===== config.mk =====
export PLATFORM = sky130hd
export DESIGN_NAME = wdg_top
export DESIGN_NICKNAME = d
export VERILOG_FILES = /design/src/logic/wdg_pkg.sv /design/src/logic/wdg_tick_gen.sv /design/src/logic/wdg_counter.sv /design/src/logic/wdg_top.sv
export SDC_FILE = /design/constraint.sdc
export NUM_CORES = 1
export LEC_CHECK = 0
export BUFFER_PORTS_ARGS = -buffer_cell sky130_fd_sc_hd__buf_2
export CAP_MARGIN = 10
export CORE_MARGIN = 3
export CORE_UTILIZATION = 45
export CTS_CLUSTER_DIAMETER = 60
export DETAILED_ROUTE_END_ITERATION = 12
export GPL_ROUTABILITY_DRIVEN = 0
export PLACE_DENSITY = 0.72
export SLEW_MARGIN = 30
export SYNTH_ARGS = -nofsm -noshare
export SYNTH_HDL_FRONTEND = slang
export SYNTH_SLANG_ARGS = --single-unit

===== constraint.sdc =====
create_clock -name sys_clk -period 2.8 [get_ports sys_clk]
set_input_delay 0.28 -clock sys_clk [delete_from_list [all_inputs] [get_ports sys_clk]]
set_output_delay 0.28 -clock sys_clk [all_outputs]
set_load 0.05 [all_outputs]

===== src/logic/wdg_pkg.sv =====
package wdg_pkg;

  // ************************************************************
  // register map (byte offsets)
  // ************************************************************
  localparam logic [11:0] WDG_OFF_UNLOCK = 12'h040;
  localparam logic [11:0] WDG_OFF_ENABLE = 12'h044;
  localparam logic [11:0] WDG_OFF_CLEAR = 12'h048;
  localparam logic [11:0] WDG_OFF_STATUS = 12'h04C;
  localparam logic [11:0] WDG_OFF_INT_STS = 12'h050;
  localparam logic [11:0] WDG_OFF_INT_MASK = 12'h054;

  // ************************************************************
  // keys, field positions, reset values
  // ************************************************************
  localparam logic [31:0] WDG_UNLOCK_KEY = 32'hAA55_55AA;
  localparam logic [31:0] WDG_CLEAR_KEY = 32'h55AA_AA55;
  localparam int WDG_UNLOCK_BIT = 0;
  localparam int WDG_RUN_BIT = 0;
  localparam int WDG_SEL_LSB = 2;
  localparam int WDG_FLAG_BIT = 7;
  localparam int WDG_MODE_BIT = 24;
  localparam logic WDG_RUN_RST = 1'b1;
  localparam logic [1:0] WDG_SEL_RST = 2'h0;
  localparam logic WDG_MODE_RST = 1'b1;
  localparam logic [15:0] WDG_COUNT_RST = 16'h0000;

  // ************************************************************
  // interrupt sources
  // ************************************************************
  localparam int WDG_IRQ_W = 3;
  localparam int WDG_IRQ_FIRE = 0;
  localparam int WDG_IRQ_KICK = 1;
  localparam int WDG_IRQ_REJECT = 2;

  // ************************************************************
  // timing
  // ************************************************************
  localparam int WDG_SYS_CLK_HZ = 100_000_000;
  // counter runs on the low speed clock divided by 16, so 16 s fits 16 bits
  localparam int WDG_COUNT_RATE_HZ = 2048;
  localparam int WDG_TICK_DIV = WDG_SYS_CLK_HZ / WDG_COUNT_RATE_HZ;
  localparam int WDG_PERIOD_BASE_SEC = 2;
  localparam int WDG_RST_PULSE_CYCLES = 16;

  // ************************************************************
  // types
  // ************************************************************
  typedef enum logic [4:0] {
    WDG_PM_WORK = 5'b00001,
    WDG_PM_IDLE = 5'b00010,
    WDG_PM_SLEEP = 5'b00100,
    WDG_PM_DEEP = 5'b01000,
    WDG_PM_RTC_ONLY = 5'b10000
  } wdg_power_t;

  typedef enum logic [2:0] {
    WDG_ST_STOP = 3'b001,
    WDG_ST_RUN = 3'b010,
    WDG_ST_FIRE = 3'b100
  } wdg_state_t;

  typedef struct packed {
    logic [1:0] period_select;
    logic watchdog_run_bit;
  } wdg_cfg_t;

  // limit in counter ticks: 2 s shifted left by the period code, minus one
  function automatic logic [15:0] wdg_period_limit(input logic [1:0] sel);
    logic [31:0] base;
    base = 32'(WDG_PERIOD_BASE_SEC * WDG_COUNT_RATE_HZ);
    return 16'((base << sel) - 32'd1);
  endfunction : wdg_period_limit

endpackage : wdg_pkg


===== src/logic/wdg_tick_gen.sv =====
`timescale 1ns/100ps

// ************************************************************
// one-cycle enable at the counter rate
// ************************************************************
module wdg_tick_gen #(
  parameter int DIV = 48828
) (
  input wire logic sys_clk,
  input wire logic rst,
  output logic tick
);

  logic [31:0] div_count;

  always_ff @(posedge sys_clk or posedge rst) begin
    if (rst) begin
      div_count <= 32'h0000_0000;
      tick <= 1'b0;
    end else if (div_count >= 32'(DIV - 1)) begin
      div_count <= 32'h0000_0000;
      tick <= 1'b1;
    end else begin
      div_count <= div_count + 32'h0000_0001;
      tick <= 1'b0;
    end
  end

endmodule : wdg_tick_gen


===== src/logic/wdg_counter.sv =====
`timescale 1ns/100ps

// ************************************************************
// watchdog count with clear and limit compare
// ************************************************************
module wdg_counter
  import wdg_pkg::*;
(
  input wire logic sys_clk,
  input wire logic rst,
  input wire logic clear,
  input wire logic advance,
  input wire logic [15:0] limit,
  output logic [15:0] watchdog_count,
  output logic reached
);

  // clear wins over advance for the count, but a kick on the limit tick still asserts reached
  always_ff @(posedge sys_clk or posedge rst) begin
    if (rst) begin
      watchdog_count <= WDG_COUNT_RST;
    end else if (clear) begin
      watchdog_count <= WDG_COUNT_RST;
    end else if (advance) begin
      watchdog_count <= watchdog_count + 16'h0001;
    end
  end

  assign reached = advance && (watchdog_count >= limit);

endmodule : wdg_counter


===== src/logic/wdg_top.sv =====
// Register access over APB was decided locally.
`timescale 1ns/100ps

//
// Contract
// - watchdog is a 16-bit up-counter advanced from the low speed clock
// - count reaching the selected limit asserts a chip-wide system reset
// - watchdog reset reaches as far as a power-on reset
// - watchdog reset sets a cause flag in bit 7 of power unit status
// - period field bits 3:2 selects 2, 4, 8 or 16 s, reset 0
// - mode bit 24 of power unit status at 0 keeps watchdog off
// - mode 1: run bit controls watchdog except in rtc-only mode
// - mode 1: leaving rtc-only or waking forces the watchdog on (code sets the run bit on wake_event only, not on leaving rtc-only)
// - writing the unlock key sets the read-only unlock flag bit 0
// - any control register write, debugger included, clears the unlock flag (code keeps it set if an unlock-key write meets ext_ctrl_write)
// - run-enable bit 0 of the enable register resets to 1
// - clear register reads return the current 16-bit count in 15:0
// - writing the clear key to the clear register zeroes the count
// - count held at zero while the core is in debug mode
module wdg_top
  import wdg_pkg::*;
#(
  parameter int TICK_DIV = WDG_TICK_DIV
) (
  input wire logic sys_clk,
  input wire logic rst,
  input wire logic psel,
  input wire logic penable,
  input wire logic pwrite,
  input wire logic [11:0] paddr,
  input wire logic [31:0] pwdata,
  output logic [31:0] prdata,
  output logic pready,
  output logic pslverr,
  input wire wdg_power_t power_mode,
  input wire logic wake_event,
  input wire logic ext_ctrl_write,
  input wire logic debug_mode,
  output logic system_reset,
  output logic watchdog_active,
  output logic irq
);

  // ************************************************************
  // helpers
  // ************************************************************
  function automatic logic wdg_mapped(input logic [11:0] a);
    return (a == WDG_OFF_UNLOCK) || (a == WDG_OFF_ENABLE) ||
           (a == WDG_OFF_CLEAR) || (a == WDG_OFF_STATUS) ||
           (a == WDG_OFF_INT_STS) || (a == WDG_OFF_INT_MASK);
  endfunction : wdg_mapped

  function automatic logic wdg_wr_hit(input logic acc, input logic wr,
                                      input logic [11:0] a,
                                      input logic [11:0] off);
    return acc && wr && (a == off);
  endfunction : wdg_wr_hit

  // ************************************************************
  // declarations
  // ************************************************************
  logic setup_phase;
  logic access_phase;
  logic wr_unlock;
  logic wr_enable;
  logic wr_clear;
  logic wr_status;
  logic wr_int_mask;
  logic rd_int_sts;
  logic any_write;
  logic unlock;
  wdg_cfg_t cfg;
  logic mode_bit;
  logic reset_flag;
  logic [WDG_IRQ_W-1:0] int_sts;
  logic [WDG_IRQ_W-1:0] int_mask;
  logic [WDG_IRQ_W-1:0] events;
  wdg_state_t state;
  wdg_state_t next_state;
  logic [7:0] pulse_count;
  logic tick;
  logic allowed;
  logic count_clear;
  logic count_advance;
  logic kick_ok;
  logic reject;
  logic reached;
  logic fire;
  logic [15:0] watchdog_count;
  logic [15:0] limit;
  logic [31:0] next_rdata;

  // ************************************************************
  // apb decode
  // ************************************************************
  assign setup_phase = psel && !penable;
  assign access_phase = psel && penable;
  // read data is registered in the setup cycle, so no wait state is needed
  assign pready = 1'b1;
  assign wr_unlock = wdg_wr_hit(access_phase, pwrite, paddr, WDG_OFF_UNLOCK);
  assign wr_enable = wdg_wr_hit(access_phase, pwrite, paddr, WDG_OFF_ENABLE);
  assign wr_clear = wdg_wr_hit(access_phase, pwrite, paddr, WDG_OFF_CLEAR);
  assign wr_status = wdg_wr_hit(access_phase, pwrite, paddr, WDG_OFF_STATUS);
  assign wr_int_mask = wdg_wr_hit(access_phase, pwrite, paddr, WDG_OFF_INT_MASK);
  assign rd_int_sts = access_phase && !pwrite && (paddr == WDG_OFF_INT_STS);
  assign any_write = access_phase && pwrite;

  // ************************************************************
  // read path
  // ************************************************************
  always_comb begin
    next_rdata = 32'h0000_0000;
    unique case (paddr)
      WDG_OFF_UNLOCK: begin
        next_rdata[WDG_UNLOCK_BIT] = unlock;
      end
      WDG_OFF_ENABLE: begin
        next_rdata[WDG_SEL_LSB +: 2] = cfg.period_select;
        next_rdata[WDG_RUN_BIT] = cfg.watchdog_run_bit;
      end
      WDG_OFF_CLEAR: begin
        next_rdata[15:0] = watchdog_count;
      end
      WDG_OFF_STATUS: begin
        next_rdata[WDG_MODE_BIT] = mode_bit;
        next_rdata[WDG_FLAG_BIT] = reset_flag;
      end
      WDG_OFF_INT_STS: begin
        next_rdata[WDG_IRQ_W-1:0] = int_sts;
      end
      WDG_OFF_INT_MASK: begin
        next_rdata[WDG_IRQ_W-1:0] = int_mask;
      end
      default: begin
        next_rdata = 32'h0000_0000;
      end
    endcase
  end

  always_ff @(posedge sys_clk or posedge rst) begin
    if (rst) begin
      prdata <= 32'h0000_0000;
      pslverr <= 1'b0;
    end else if (setup_phase) begin
      prdata <= next_rdata;
      pslverr <= !wdg_mapped(paddr);
    end
  end

  // ************************************************************
  // unlock flag
  // ************************************************************
  always_ff @(posedge sys_clk or posedge rst) begin
    if (rst) begin
      unlock <= 1'b0;
    end else if (fire) begin
      unlock <= 1'b0;
    end else if (any_write) begin
      unlock <= wr_unlock && (pwdata == WDG_UNLOCK_KEY);
    end else if (ext_ctrl_write) begin
      unlock <= 1'b0;
    end
  end

  // ************************************************************
  // enable and period register
  // ************************************************************
  always_ff @(posedge sys_clk or posedge rst) begin
    if (rst) begin
      cfg.watchdog_run_bit <= WDG_RUN_RST;
      cfg.period_select <= WDG_SEL_RST;
    end else if (fire) begin
      cfg.watchdog_run_bit <= WDG_RUN_RST;
      cfg.period_select <= WDG_SEL_RST;
    end else if (wake_event && mode_bit) begin
      cfg.watchdog_run_bit <= 1'b1;
    end else if (wr_enable && unlock) begin
      cfg.watchdog_run_bit <= pwdata[WDG_RUN_BIT];
      cfg.period_select <= pwdata[WDG_SEL_LSB +: 2];
    end
  end

  // ************************************************************
  // power unit status: mode bit and cause flag
  // ************************************************************
  always_ff @(posedge sys_clk or posedge rst) begin
    if (rst) begin
      mode_bit <= WDG_MODE_RST;
    end else if (wr_status) begin
      mode_bit <= pwdata[WDG_MODE_BIT];
    end
  end

  // the cause flag must survive the watchdog reset itself, so only rst or a status write with bit 7 set clears it
  always_ff @(posedge sys_clk or posedge rst) begin
    if (rst) begin
      reset_flag <= 1'b0;
    end else if (fire) begin
      reset_flag <= 1'b1;
    end else if (wr_status && pwdata[WDG_FLAG_BIT]) begin
      reset_flag <= 1'b0;
    end
  end

  // ************************************************************
  // run decision
  // ************************************************************
  // mode, run bit and power mode
  assign allowed = mode_bit && cfg.watchdog_run_bit &&
                   (power_mode != WDG_PM_RTC_ONLY);
  assign watchdog_active = (state == WDG_ST_RUN);

  assign kick_ok = wr_clear && (pwdata == WDG_CLEAR_KEY);
  assign reject = (wr_clear && !kick_ok) || (wr_enable && !unlock);

  // debug holds the count at zero
  assign count_clear = kick_ok || debug_mode || fire;
  assign count_advance = tick && (state == WDG_ST_RUN) && !debug_mode;
  assign limit = wdg_period_limit(cfg.period_select);
  assign fire = reached && (state == WDG_ST_RUN);

  // ************************************************************
  // counter and tick
  // ************************************************************
  // tick from the low speed clock rate
  wdg_tick_gen #(
    .DIV(TICK_DIV)
  ) u_tick (
    .sys_clk(sys_clk),
    .rst(rst),
    .tick(tick)
  );

  wdg_counter u_count (
    .sys_clk(sys_clk),
    .rst(rst),
    .clear(count_clear),
    .advance(count_advance),
    .limit(limit),
    .watchdog_count(watchdog_count),
    .reached(reached)
  );

  // ************************************************************
  // control state machine
  // ************************************************************
  always_comb begin
    next_state = state;
    unique case (state)
      WDG_ST_STOP: begin
        if (allowed) begin
          next_state = WDG_ST_RUN;
        end
      end
      WDG_ST_RUN: begin
        if (fire) begin
          next_state = WDG_ST_FIRE;
        end else if (!allowed) begin
          next_state = WDG_ST_STOP;
        end
      end
      WDG_ST_FIRE: begin
        if (pulse_count == 8'(WDG_RST_PULSE_CYCLES - 1)) begin
          next_state = WDG_ST_STOP;
        end
      end
      default: begin
        next_state = WDG_ST_STOP;
      end
    endcase
  end

  always_ff @(posedge sys_clk or posedge rst) begin
    if (rst) begin
      state <= WDG_ST_STOP;
    end else begin
      state <= next_state;
    end
  end

  always_ff @(posedge sys_clk or posedge rst) begin
    if (rst) begin
      pulse_count <= 8'h00;
    end else if (state == WDG_ST_FIRE) begin
      pulse_count <= pulse_count + 8'h01;
    end else begin
      pulse_count <= 8'h00;
    end
  end

  // a fixed-width pulse gives the chip reset tree time to settle
  always_ff @(posedge sys_clk or posedge rst) begin
    if (rst) begin
      system_reset <= 1'b0;
    end else begin
      system_reset <= (next_state == WDG_ST_FIRE);
    end
  end

  // ************************************************************
  // interrupts
  // ************************************************************
  always_comb begin
    events = '0;
    events[WDG_IRQ_FIRE] = fire;
    events[WDG_IRQ_KICK] = kick_ok;
    events[WDG_IRQ_REJECT] = reject;
  end

  // read clears only what the read returned, so a new event is never lost
  always_ff @(posedge sys_clk or posedge rst) begin
    if (rst) begin
      int_sts <= '0;
    end else if (rd_int_sts) begin
      int_sts <= (int_sts & ~prdata[WDG_IRQ_W-1:0]) | events;
    end else begin
      int_sts <= int_sts | events;
    end
  end

  always_ff @(posedge sys_clk or posedge rst) begin
    if (rst) begin
      int_mask <= '0;
    end else if (wr_int_mask) begin
      int_mask <= pwdata[WDG_IRQ_W-1:0];
    end
  end

  always_ff @(posedge sys_clk or posedge rst) begin
    if (rst) begin
      irq <= 1'b0;
    end else begin
      irq <= |(int_sts & int_mask);
    end
  end

endmodule : wdg_top


After elaboration in Yosys (flattened, before gate mapping) --
Cells that the tools add are included.
Word-level totals: input bits 57, output and inout port bits 37, logic and storage cells 115, register bits 92
Cells by class: reduce and logical (&&, ||, !) cells 44, add/subtract/negate cells 4, bitwise gates (word level) 5, shifts and indexed selects 1, equality and inequality tests 15, $lt $le $gt $ge 2, muxes and demuxes 28
Operators with widths (number):
- $eq 12x7->1 const B | 6
- $add 32x1->32 const B | 1
- $eq 32x31->1 const B | 1
- $eq 32x32->1 const B | 1
- $ge 32x16->1 const B | 1
- $mux 16 | 2
- $mux 32 | 1
- $mux 3 | 8
- $logic_and 1x1->1 | 23
- $add 16x1->16 const B | 1
- $ge 16x16->1 | 1
- $mux 8 | 2
- $shl 13x2->16 const A | 1
- $sub 16x1->16 const B | 1
- $pmux 3 s3 | 1
- $add 8x1->8 const B | 1
- $eq 8x4->1 const B | 1
- $logic_or 1x1->1 | 8
- $mux 1 | 8
- $and 3x3->3 | 2
- $eq 3x3->1 const B | 2
- $logic_not 1->1 | 6
- $or 3x3->3 | 2
- $reduce_bool 2->1 | 3
- other kinds (13) | 15

Longest topological paths before layout --
Gate-level depths: netlist of the first run.
depth in word-level cells 9, mapped depth 8, depth with buffers taken out 7

Hierarchy --
A second synthesis of the first run with hierarchy kept.
Second synthesis, totals: cells, all modules 489, area total of the unflattened synthesis 4895.9 um^2
Modules (own cells, without submodules):
- wdg_top | instances 1, area an instance 2408.6 um^2, cells an instance 238
- wdg_tick_gen | instances 1, area an instance 1273.7 um^2, cells an instance 108
- wdg_counter | instances 1, area an instance 1213.7 um^2, cells an instance 143

Least setup slack after synthesis of the first run --
No wires, ideal clock.
kind register to register, start register state[2], end register u_count.watchdog_count[3], period minus slack after synthesis 2.349 ns, data arrival time 2.229 ns, cell stages (with the launch flop) 8, setup slack 0.451 ns, cells stage by stage dfrtp_1 nor3b_4 nand4_4 or4_1 buf_2 nand3b_4 buf_8 nor2_1
On the way: cells in the longest elaborated chain, start to end 7, elaborated cells between the ends (all ways) 8, those cells by class 1 x eq/ne; 1 x mux; 6 x reduce/logical
Ends and longest elaborated chain:
- start, declared | line wdg_top.sv:78 | wdg_state_t state;
- start signal, assigned | line wdg_top.sv:277 | state <= next_state;
- $eq 3x2->1 *
- named net watchdog_active | line wdg_top.sv:40 | output logic watchdog_active,
- $logic_and 1x1->1 (2 in a row) | line wdg_top.sv:218 | assign count_advance = tick && (state == WDG_ST_RUN) && !debug_mode;
- $logic_and 1x1->1 | line wdg_counter.sv:29 | assign reached = advance && (watchdog_count >= limit);
- $logic_and 1x1->1 | line wdg_top.sv:220 | assign fire = reached && (state == WDG_ST_RUN);
- $logic_or 1x1->1 | line wdg_top.sv:217 | assign count_clear = kick_ok || debug_mode || fire;
- $mux 16 or $reduce_bool 2->1 (tied branches)
- end signal, assigned | line wdg_counter.sv:25 | watchdog_count <= watchdog_count + 16'h0001;
- end, declared | line wdg_counter.sv:14 | output logic [15:0] watchdog_count,
Mark *: on every way through the listed nets, which the timed path passes. The rest lies on a longest branch. A chain may end at the register's enable or synchronous reset.

Final worst setup path of the first run --
start register state[1], end register cfg[1] (netlist name)
On the way: cells in the longest elaborated chain, start to end 7, elaborated cells between the ends (all ways) 9, those cells by class 2 x eq/ne; 1 x mux; 6 x reduce/logical
Ends and longest elaborated chain:
- $eq 3x2->1 * | line wdg_top.sv:218, wdg_top.sv:220
- $logic_and 1x1->1 (2 in a row) | line wdg_top.sv:218
- $logic_and 1x1->1 | line wdg_counter.sv:29
- $logic_and 1x1->1 * | line wdg_top.sv:220
- $ne 2x2->1 (no line) or $reduce_bool 2->1 (tied branches)
- $reduce_and 2->1 (no line)
- end, declared | line wdg_top.sv:72 | wdg_cfg_t cfg;
Every way passes the cells marked *; elsewhere a longest branch is shown, timed or not.

==> flow_summary.ini, run 1 <==
[critical_path]
r2r_cells = 5
cp_slowest_cell = or4_1
r2r_setup_slack_ns = 0.54
path_cells = nor3b_4 -> nand4_4 -> or4_1 -> nand2_1 -> nor2_1
crit_path_max_incr_delay_ns = 0.72
crit_arrival_ns = 2.50
required_ns = 3.04
worstReg2RegStart = state[1]
reg2reg_to = cfg[1]
critical_path_class = flip-flop to flip-flop
crit_path_start = state[1]
end_kind = flip-flop
crit_path_max_fanout = 7
worst_setup_path_start_kind = flip-flop

[global_route]
gr-total-overflow = 0
grt_use_total_pct = 17.0
antenna_found_initial = 0
grt_max_degree = 93
grt_pass1_vias = 3431
grt_pass1_wl_um = 15800

[sta]
finalCritPeriodShare_pct = 80.6
finalMaxSlewViolations = 0
tns_ns = 0
worst_slew_pin_slew_ns = 0.563
rsz0062_at_grt = false
setup_viol = 0
final.setup_skew_ns = 0.00791
clock.fmax_ghz = 0.443
slew-limit-headroom_pct = 62.1
hold_viol_final = 0
period_needed_ns = 2.26

[layout]
layout_commonest_cell = dfrtp_1
num_antenna_cells = 0
fin_area_um2 = 5230
nets = 597
multiInputGateArea_um2 = 2090
final_cell_mix = dfrtp_1 (89), buf_2 (77), nand2_1 (51), nor2_1 (35), conb_1 (33)
fin_util_pct = 55.2
regArea_um2 = 2310
nFillCells = 862
drive_gt1_share_pct = 21.2
area_growth_syn_to_layout_pct = 16.1
finalNonFillerCells = 667

[die]
die_h_um = 106
initial_core_util_pct = 47.6
rows = 35
dieArea_um2 = 11200
pin_count = 94
die_w_um = 106
fp.coreArea_um2 = 9460

[power]
power_density_nw_per_um2 = 470
seqPwrFrac_pct = 54.9
worst_ir_drop_vdd_v = 0.000257
p_int_mw = 1.84
p_comb_share_pct = 7.7
p_sw_mw = 0.615
switching_share_pct = 25.0
p_leak_nw = 2.43
clockPowerShare_pct = 37.5

[clock_tree]
clkTransAtPathRegs_ns = 0.09
cts_setup_buffers = 0
cts_buffer_depth = 2
root_buffer = clkbuf_8
cts_made_buffers = 9
clock_latency_ns = 0.36
cts_tree = done
hold_buffers = 0
h-tree-depth = 3
cts.sinks = 92
cts_resized = 0

[logic_synthesis]
synth_area_per_cell_um2 = 10.2
synth_area_um2 = 4500
async_flop_share_pct = 100
ys_ff_latch = 92
ys_seq_area_share_pct = 51.3
syn_inst = 440
synth-warning-count = 0
synth_ff_type = dfrtp_1
ys_types = 51
synth_edf_count = 0

[job]
maxCapViolations = 0

[drt]
routedWlPerCell_um = 13.5
drc_errors = 0
maxUsedRoutingLayer = met4
routed_wl_um = 9040
route.met3.wl_um = 535
first_pass_iters = 4
initialDrtViolationCount = 210
via_per_inst = 5.23
detail-route-antenna-nets = 0
wl_met1_um = 3980
vias = 3486
met2_length_um = 4410

[place]
dp_hpwl_um = 6670
io_buffers = 77
placedCellCount = 651
dpl-instance-area_um2 = 5020

[worst_hold_path]
hp-class = primary input to async pin

[run_status]
outcome = completed
## power groups by stage
| stage | Clock [mW] | Combinational (mW) | Sequential, mW |
|---|---|---|---|
| after floorplan | 0 | 0.130 | 1.39 |
| after global placement | 0 | 0.187 | 1.37 |
| after detailed placement | 0 | 0.190 | 1.38 |
| after CTS | 0.950 | 0.190 | 1.35 |
| after global routing | 1.00 | 0.210 | 1.35 |
| final | 0.921 | 0.189 | 1.35 |
## through the flow
stage	power (mW)	setup WS, ns	hold WS (ns)
after floorplan	1.52	0.133	0.410
after global placement	1.56	0.636	0.419
after detailed placement	1.56	0.575	0.420
after CTS	2.49	0.571	0.0204
after global routing	2.56	0.394	0.0345
final	2.46	0.543	0.00296
## worst max path at each step
stage                     depth (start not counted)  slack [ns]  endpoint
after global routing                              5        0.39    cfg[0]
after floorplan                                   1        0.13    cfg[1]
after global placement                            5        0.64    cfg[1]
after CTS                                         5        0.57    cfg[1]
after detailed placement                          5        0.58    cfg[1]
final                                             5        0.54    cfg[1]
## cell usage after synthesis, drive strengths merged (5+ instances only)
master   n  share of area [%]
mux2     8                2.0
nand4   11                1.9
nor3    25                2.8
nand3   18                2.0
buf     19                3.2
nor4     8                1.1
xor2    12                2.3
nor2b    5               0.70
inv     10               0.83
dfrtp   89                 49
nor4bb  14                3.1
nand2   51                4.3
ha       7                1.9
nor2    35                2.9
a21oi   10                1.1
and3    12                1.7
o21ai   19                2.1
xnor2   22                4.3
clkbuf  10               0.83
## logic make-up (layout without fill, tap and decap cells)
family          count (synthesis)  after routing  synth area share (%)
simple gates                  202            202                  24.8
flops                          92             92                  51.3
compound gates                 53             53                  7.65
buf+inv                        39            106                  4.89
xor+xnor                       34             34                  6.62
mux                            11             11                  2.67
fa+ha+maj                       7              7                  1.95
other cells                     2             33                 0.167
## state kept, by name, indices dropped and copies added, names as in the netlist
| signal | count |
|---|---|
| int_mask | 3 |
| pulse_count | 8 |
| prdata | 17 |
| pslverr | 1 |
| irq | 1 |
| unlock | 1 |
| cfg | 3 |
| u_tick.tick | 1 |
| mode_bit | 1 |
| reset_flag | 1 |
| system_reset | 1 |
| state | 3 |
| u_count.watchdog_count | 16 |
| u_tick.div_count | 32 |
| int_sts | 3 |
## metal layers
metal | up-vias | GRT usage (%)
li1 | 1710 | -
met1 | 1671 | 22.1
met2 | 93 | 29.0
met3 | 12 | 3.95
met4 | 0 | 4.16
met5 | - | 0
## critical path, delay by kind of cell (launching register included)
family           cells  cell delay (ns)
flip-flops           1             0.45
AND/OR/NAND/NOR      5             1.69
## layout make-up
class | count | area share (%)
clock buffer | 10 | 2.63
clock inverter | 6 | 1.32
multi-input combinational | 340 | 40.0
inverter | 10 | 0.742
sequential | 92 | 44.1
tap | 129 | 3.09
timing repair buffer | 80 | 8.05
(Power assumes the default switching activity.)
==> run 2, diff against run 1 <==
--- a/config.mk
+++ b/config.mk
@@ -12,7 +12,7 @@
 export CTS_CLUSTER_DIAMETER = 60
 export DETAILED_ROUTE_END_ITERATION = 12
 export GPL_ROUTABILITY_DRIVEN = 0
-export PLACE_DENSITY = 0.72
+export PLACE_DENSITY = 0.7
 export SLEW_MARGIN = 30
 export SYNTH_ARGS = -nofsm -noshare
 export SYNTH_HDL_FRONTEND = slang
==> constraint.sdc (replaced) <==
create_clock -name sys_clk -period 2.3 [get_ports sys_clk]
set_input_delay 0.23 -clock sys_clk [delete_from_list [all_inputs] [get_ports sys_clk]]
set_output_delay 0.23 -clock sys_clk [all_outputs]
set_load 0.05 [all_outputs]
==> flow_summary.ini, run 2 (synthesis results as in run 1) <==
[power]
p_sw_mw = 0.814
power_mw = 2.95
clockPowerShare_pct = 36.4
switching_share_pct = 27.6
seqPwrFrac_pct = 55.7
power_density_nw_per_um2 = 561
p_int_mw = 2.13
p_comb_share_pct = 7.9
p_leak_nw = 2.45
worst_ir_drop_vdd_v = 0.000340

[global_route]
grt_max_degree = 93
grt_pass1_vias = 3529
grt_use_total_pct = 17.6
grt_pass1_wl_um = 16200
gr-total-overflow = 0
antenna_found_initial = 0

[run_status]
outcome = complete, but fails checks
violations = hold timing

[sta]
finalMaxSlewViolations = 0
final.setup_skew_ns = 0.0169
slew-limit-headroom_pct = 49.5
rsz0062_at_grt = false
setup_viol = 0
worst_slew_pin_slew_ns = 0.758
finalCritPeriodShare_pct = 88.2
holdWs_ns = -0.0161
layout_setup_ws_ns = 0.272
clock.fmax_ghz = 0.493
period_needed_ns = 2.03
tns_ns = 0
hold_viol_final = 11

[die]
die_h_um = 106
rows = 35
initial_core_util_pct = 47.6
die_w_um = 106
pin_count = 94
fp.coreArea_um2 = 9460
dieArea_um2 = 11200

[critical_path]
cp.depth = 6
cp.buffers_inverters = 0
path_cells = nand2_1 -> ha_1 -> nand4_1 -> or4_1 -> nand3b_4 -> nor2_1
crit_arrival_ns = 2.28
worstReg2RegStart = cfg[2]
crit_path_start = cfg[2]
crit_path_max_incr_delay_ns = 0.67
crit_path_max_fanout = 16
cp_slowest_cell = or4_1
worst_setup_path_start_kind = flip-flop
r2r_cells = 6
critical-path-top-delay-family = simple AND/OR/NAND/NOR gates
required_ns = 2.55
end_kind = flip-flop
critical_path_class = flip-flop to flip-flop

[drt]
routedWlPerCell_um = 14.0
drc_errors = 0
via_per_inst = 5.19
detail-route-antenna-nets = 0
vias = 3485
first_pass_iters = 4
routed_wl_um = 9400
initialDrtViolationCount = 129

[clock_tree]
cts_setup_buffers = 0
clock_latency_ns = 0.37
cts.sinks = 92
h-tree-depth = 3
clkTransAtPathRegs_ns = 0.10
cts_buffer_depth = 2
cts_made_buffers = 9
root_buffer = clkbuf_8
hold_buffers = 0
cts_tree = done
cts_resized = 0

[job]
maxCapViolations = 0

[place]
dpl-instance-area_um2 = 5060
dp_hpwl_um = 7090
post-place-ws_ns = 0.221
io_buffers = 77

[layout]
drive_gt1_share_pct = 21.7
nets = 602
layout_commonest_cell = dfrtp_1
largest_reg_flops = 32
reg_top3 = u_tick.div_count: 32 flops, prdata: 17 flops, u_count.watchdog_count: 16 flops
multiInputGateArea_um2 = 2090
regArea_um2 = 2310
fin_area_um2 = 5260
nFillCells = 842
area_growth_syn_to_layout_pct = 16.8
final_cell_mix = dfrtp_1 (89), buf_2 (77), nand2_1 (51), nor2_1 (35), conb_1 (33)
largest_register = u_tick.div_count
num_antenna_cells = 0

[worst_hold_path]
hp-class = primary input to async pin
-- run 2: cell types whose count changed in the layout (fill, tap and decap cells not counted) --
| cell | previous run | this run |
|---|---|---|
| inv_6 | 3 | 1 |
| clkbuf_8 | 10 | 9 |
| buf_4 | 2 | 7 |
| bufinv_16 | 1 | 0 |
| clkinv_8 | 0 | 1 |
| nand2b_1 | 2 | 3 |
| nand2b_2 | 1 | 0 |
| inv_8 | 0 | 3 |
| clkinv_4 | 0 | 2 |
| clkinv_2 | 2 | 0 |
-- run 2: metal layers --
| layer | track usage, % | vias up | share of wire, % |
|---|---|---|---|
| met5 | 0 | - | 0 |
| met4 | 4.81 | 0 | 1.6 |
| met3 | 4.55 | 14 | 5.5 |
| met2 | 31.0 | 88 | 50 |
| met1 | 21.5 | 1670 | 43 |
| li1 | - | 1713 | - |
-- run 2: worst reg2reg max path, delay by kind of cell (launching register included) --
kind,cells,cell delay (ns)
fa+ha+maj,1,0.30
simple gates,5,1.17
flops,1,0.43
-- run 2: worst paths after layout --
path	slack, ns	end
hold / removal	-0.02	u_tick.div_count[13]
min in group sys_clk	0.10	cfg[0]
hold reg to reg	0.47	pulse_count[0]
setup reg to reg	0.27	u_count.watchdog_count[10]
max in group asynchronous	1.94	cfg[0]
setup / recovery	0.27	u_count.watchdog_count[10]
-- run 2: stage by stage --
| stage | cells | utilization, % |
|---|---|---|
| 5_1_grt | 672 | 55.6 |
| 4_1_cts | 672 | 55.6 |
| 3_5_place_dp | 656 | 53.5 |
| 2_1_floorplan | 471 | - |
| 3_3_place_gp | 656 | 53.5 |
| 6_report | 672 | 55.6 |
-- run 2: final cells by class --
| class | instances | share of cell area (%) |
|---|---|---|
| Multi-Input combinational cell | 340 | 39.8 |
| Clock inverter | 7 | 1.45 |
| Tap cell | 129 | 3.07 |
| Inverter | 10 | 0.786 |
| Clock buffer | 9 | 2.36 |
| Timing Repair Buffer | 85 | 8.71 |
| Sequential cell | 92 | 43.9 |
-- run 2: power by group through the flow --
stage               combinational, mW  sequential (mW)  clock, mW
floorplan                       0.158             1.69          0
global placement                0.232             1.67          0
detailed placement              0.234             1.67          0
CTS                             0.235             1.64       1.11
global route                    0.256             1.65       1.17
finish                          0.233             1.64       1.07
==> run 3, diff against run 2 <==
--- a/config.mk
+++ b/config.mk
@@ -13,7 +13,6 @@
 export DETAILED_ROUTE_END_ITERATION = 12
 export GPL_ROUTABILITY_DRIVEN = 0
 export PLACE_DENSITY = 0.7
-export SLEW_MARGIN = 30
 export SYNTH_ARGS = -nofsm -noshare
 export SYNTH_HDL_FRONTEND = slang
 export SYNTH_SLANG_ARGS = --single-unit
==> constraint.sdc (replaced) <==
create_clock -name sys_clk -period 2.3 [get_ports sys_clk]
set_input_delay 0.23 -clock sys_clk [delete_from_list [all_inputs] [get_ports sys_clk]]
set_output_delay 0.23 -clock sys_clk [all_outputs]
set_load 0.01 [all_outputs]
==> flow_summary.ini, run 3 (synthesis results as in run 1) <==
[layout]
regArea_um2 = 2310
largest_register = u_tick.div_count
drive_gt1_share_pct = 21.7
layout_commonest_cell = dfrtp_1
reg_top3 = u_tick.div_count: 32 flops, prdata: 17 flops, u_count.watchdog_count: 16 flops
area_growth_syn_to_layout_pct = 17.0
final_cell_mix = dfrtp_1 (89), buf_2 (77), nand2_1 (51), nor2_1 (35), conb_1 (33)
largest_reg_flops = 32
fin_area_um2 = 5260
nets = 602
num_antenna_cells = 0
nFillCells = 860
multiInputGateArea_um2 = 2090

[sta]
hold_viol_final = 10
finalCritPeriodShare_pct = 87.6
rsz0062_at_grt = false
layout_setup_ws_ns = 0.285
slew-limit-headroom_pct = 66.3
setup_viol = 0
worst_slew_pin_slew_ns = 0.504
period_needed_ns = 2.01
final.setup_skew_ns = 0.00832
finalMaxSlewViolations = 0
tns_ns = 0
holdWs_ns = -0.0222
clock.fmax_ghz = 0.496

[die]
pin_count = 94
fp.coreArea_um2 = 9460
die_w_um = 106
initial_core_util_pct = 47.6
rows = 35
dieArea_um2 = 11200
die_h_um = 106

[clock_tree]
hold_buffers = 0
cts_resized = 0
cts_made_buffers = 9
cts_setup_buffers = 0
cts.sinks = 92
cts_buffer_depth = 2
clock_latency_ns = 0.36
root_buffer = clkbuf_8
h-tree-depth = 3
clkTransAtPathRegs_ns = 0.09
cts_tree = done

[run_status]
violations = hold timing
outcome = complete, but fails checks

[place]
dp_hpwl_um = 7080
post-place-ws_ns = 0.255
dpl-instance-area_um2 = 5060
io_buffers = 77

[drt]
via_per_inst = 5.10
initialDrtViolationCount = 172
vias = 3430
routedWlPerCell_um = 14.2
first_pass_iters = 4
detail-route-antenna-nets = 0
drc_errors = 0
routed_wl_um = 9540

[power]
seqPwrFrac_pct = 56.0
clockPowerShare_pct = 38.0
p_leak_nw = 2.45
power_mw = 2.93
p_sw_mw = 0.713
p_int_mw = 2.22
power_density_nw_per_um2 = 558
p_comb_share_pct = 6.0
worst_ir_drop_vdd_v = 0.000356
switching_share_pct = 24.3

[global_route]
grt_pass1_vias = 3492
grt_max_degree = 93
antenna_found_initial = 0
grt_use_total_pct = 17.6
grt_pass1_wl_um = 16100
gr-total-overflow = 0

[critical_path]
crit_arrival_ns = 2.25
reg2reg_to = cfg[1]
critical_path_class = flip-flop to flip-flop
worstReg2RegStart = state[2]
end_kind = flip-flop
required_ns = 2.54
r2r_cells = 5
worst_setup_path_start_kind = flip-flop
r2r_setup_slack_ns = 0.29
crit_path_max_fanout = 7

[worst_hold_path]
hp-class = primary input to async pin

[job]
maxCapViolations = 0
## run 3: layout make-up
cell class	count	share of cell area, %
clock buffers	9	2.35
clock inverters	7	1.57
inverters	10	0.785
multi-input cells	340	39.7
flip-flops and latches	92	43.8
well taps	129	3.07
repair buffers	85	8.70
## run 3: worst max path at each step
stage | startpoint | endpoint | slack [ns] | depth (start not counted)
3_3_place_gp | paddr[9] | unlock | 0.30 | 6
3_5_place_dp | paddr[9] | unlock | 0.25 | 6
5_1_grt | state[1] | cfg[1] | 0.13 | 5
6_report | state[2] | cfg[1] | 0.29 | 5
4_1_cts | u_tick.div_count[0] | u_tick.div_count[1] | 0.27 | 7
2_1_floorplan | state[2] | u_count.watchdog_count[3] | 0.28 | 7
## run 3: critical path: stages, from the launching register on
cell and delay, ns:
dfrtp_1 0.44, nor3b_4 0.27, nand4_4 0.17, or4_1 0.68, nand2_1 0.25, nor2_1 0.08
## run 3: power groups by stage
stage / Clock [mW] / Combinational (mW) / Sequential, mW
floorplan: 0 / 0.112 / 1.67
global placement: 0 / 0.172 / 1.67
detailed placement: 0 / 0.176 / 1.67
CTS: 1.15 / 0.177 / 1.64
global route: 1.21 / 0.197 / 1.65
finish: 1.12 / 0.175 / 1.64
## run 3: layer usage
layer	track usage (%)	vias up	wire, um
li1	-	1708	-
met1	22.1	1647	4380
met2	30.0	69	4700
met3	4.55	6	371
met4	5.18	0	90
met5	0	-	0
## run 3: through the flow
stage	utilization (%)	std cells
after global placement	53.5	656
after global routing	55.6	672
after detailed placement	53.5	656
after floorplan	-	471
final	55.6	672
after CTS	55.6	672
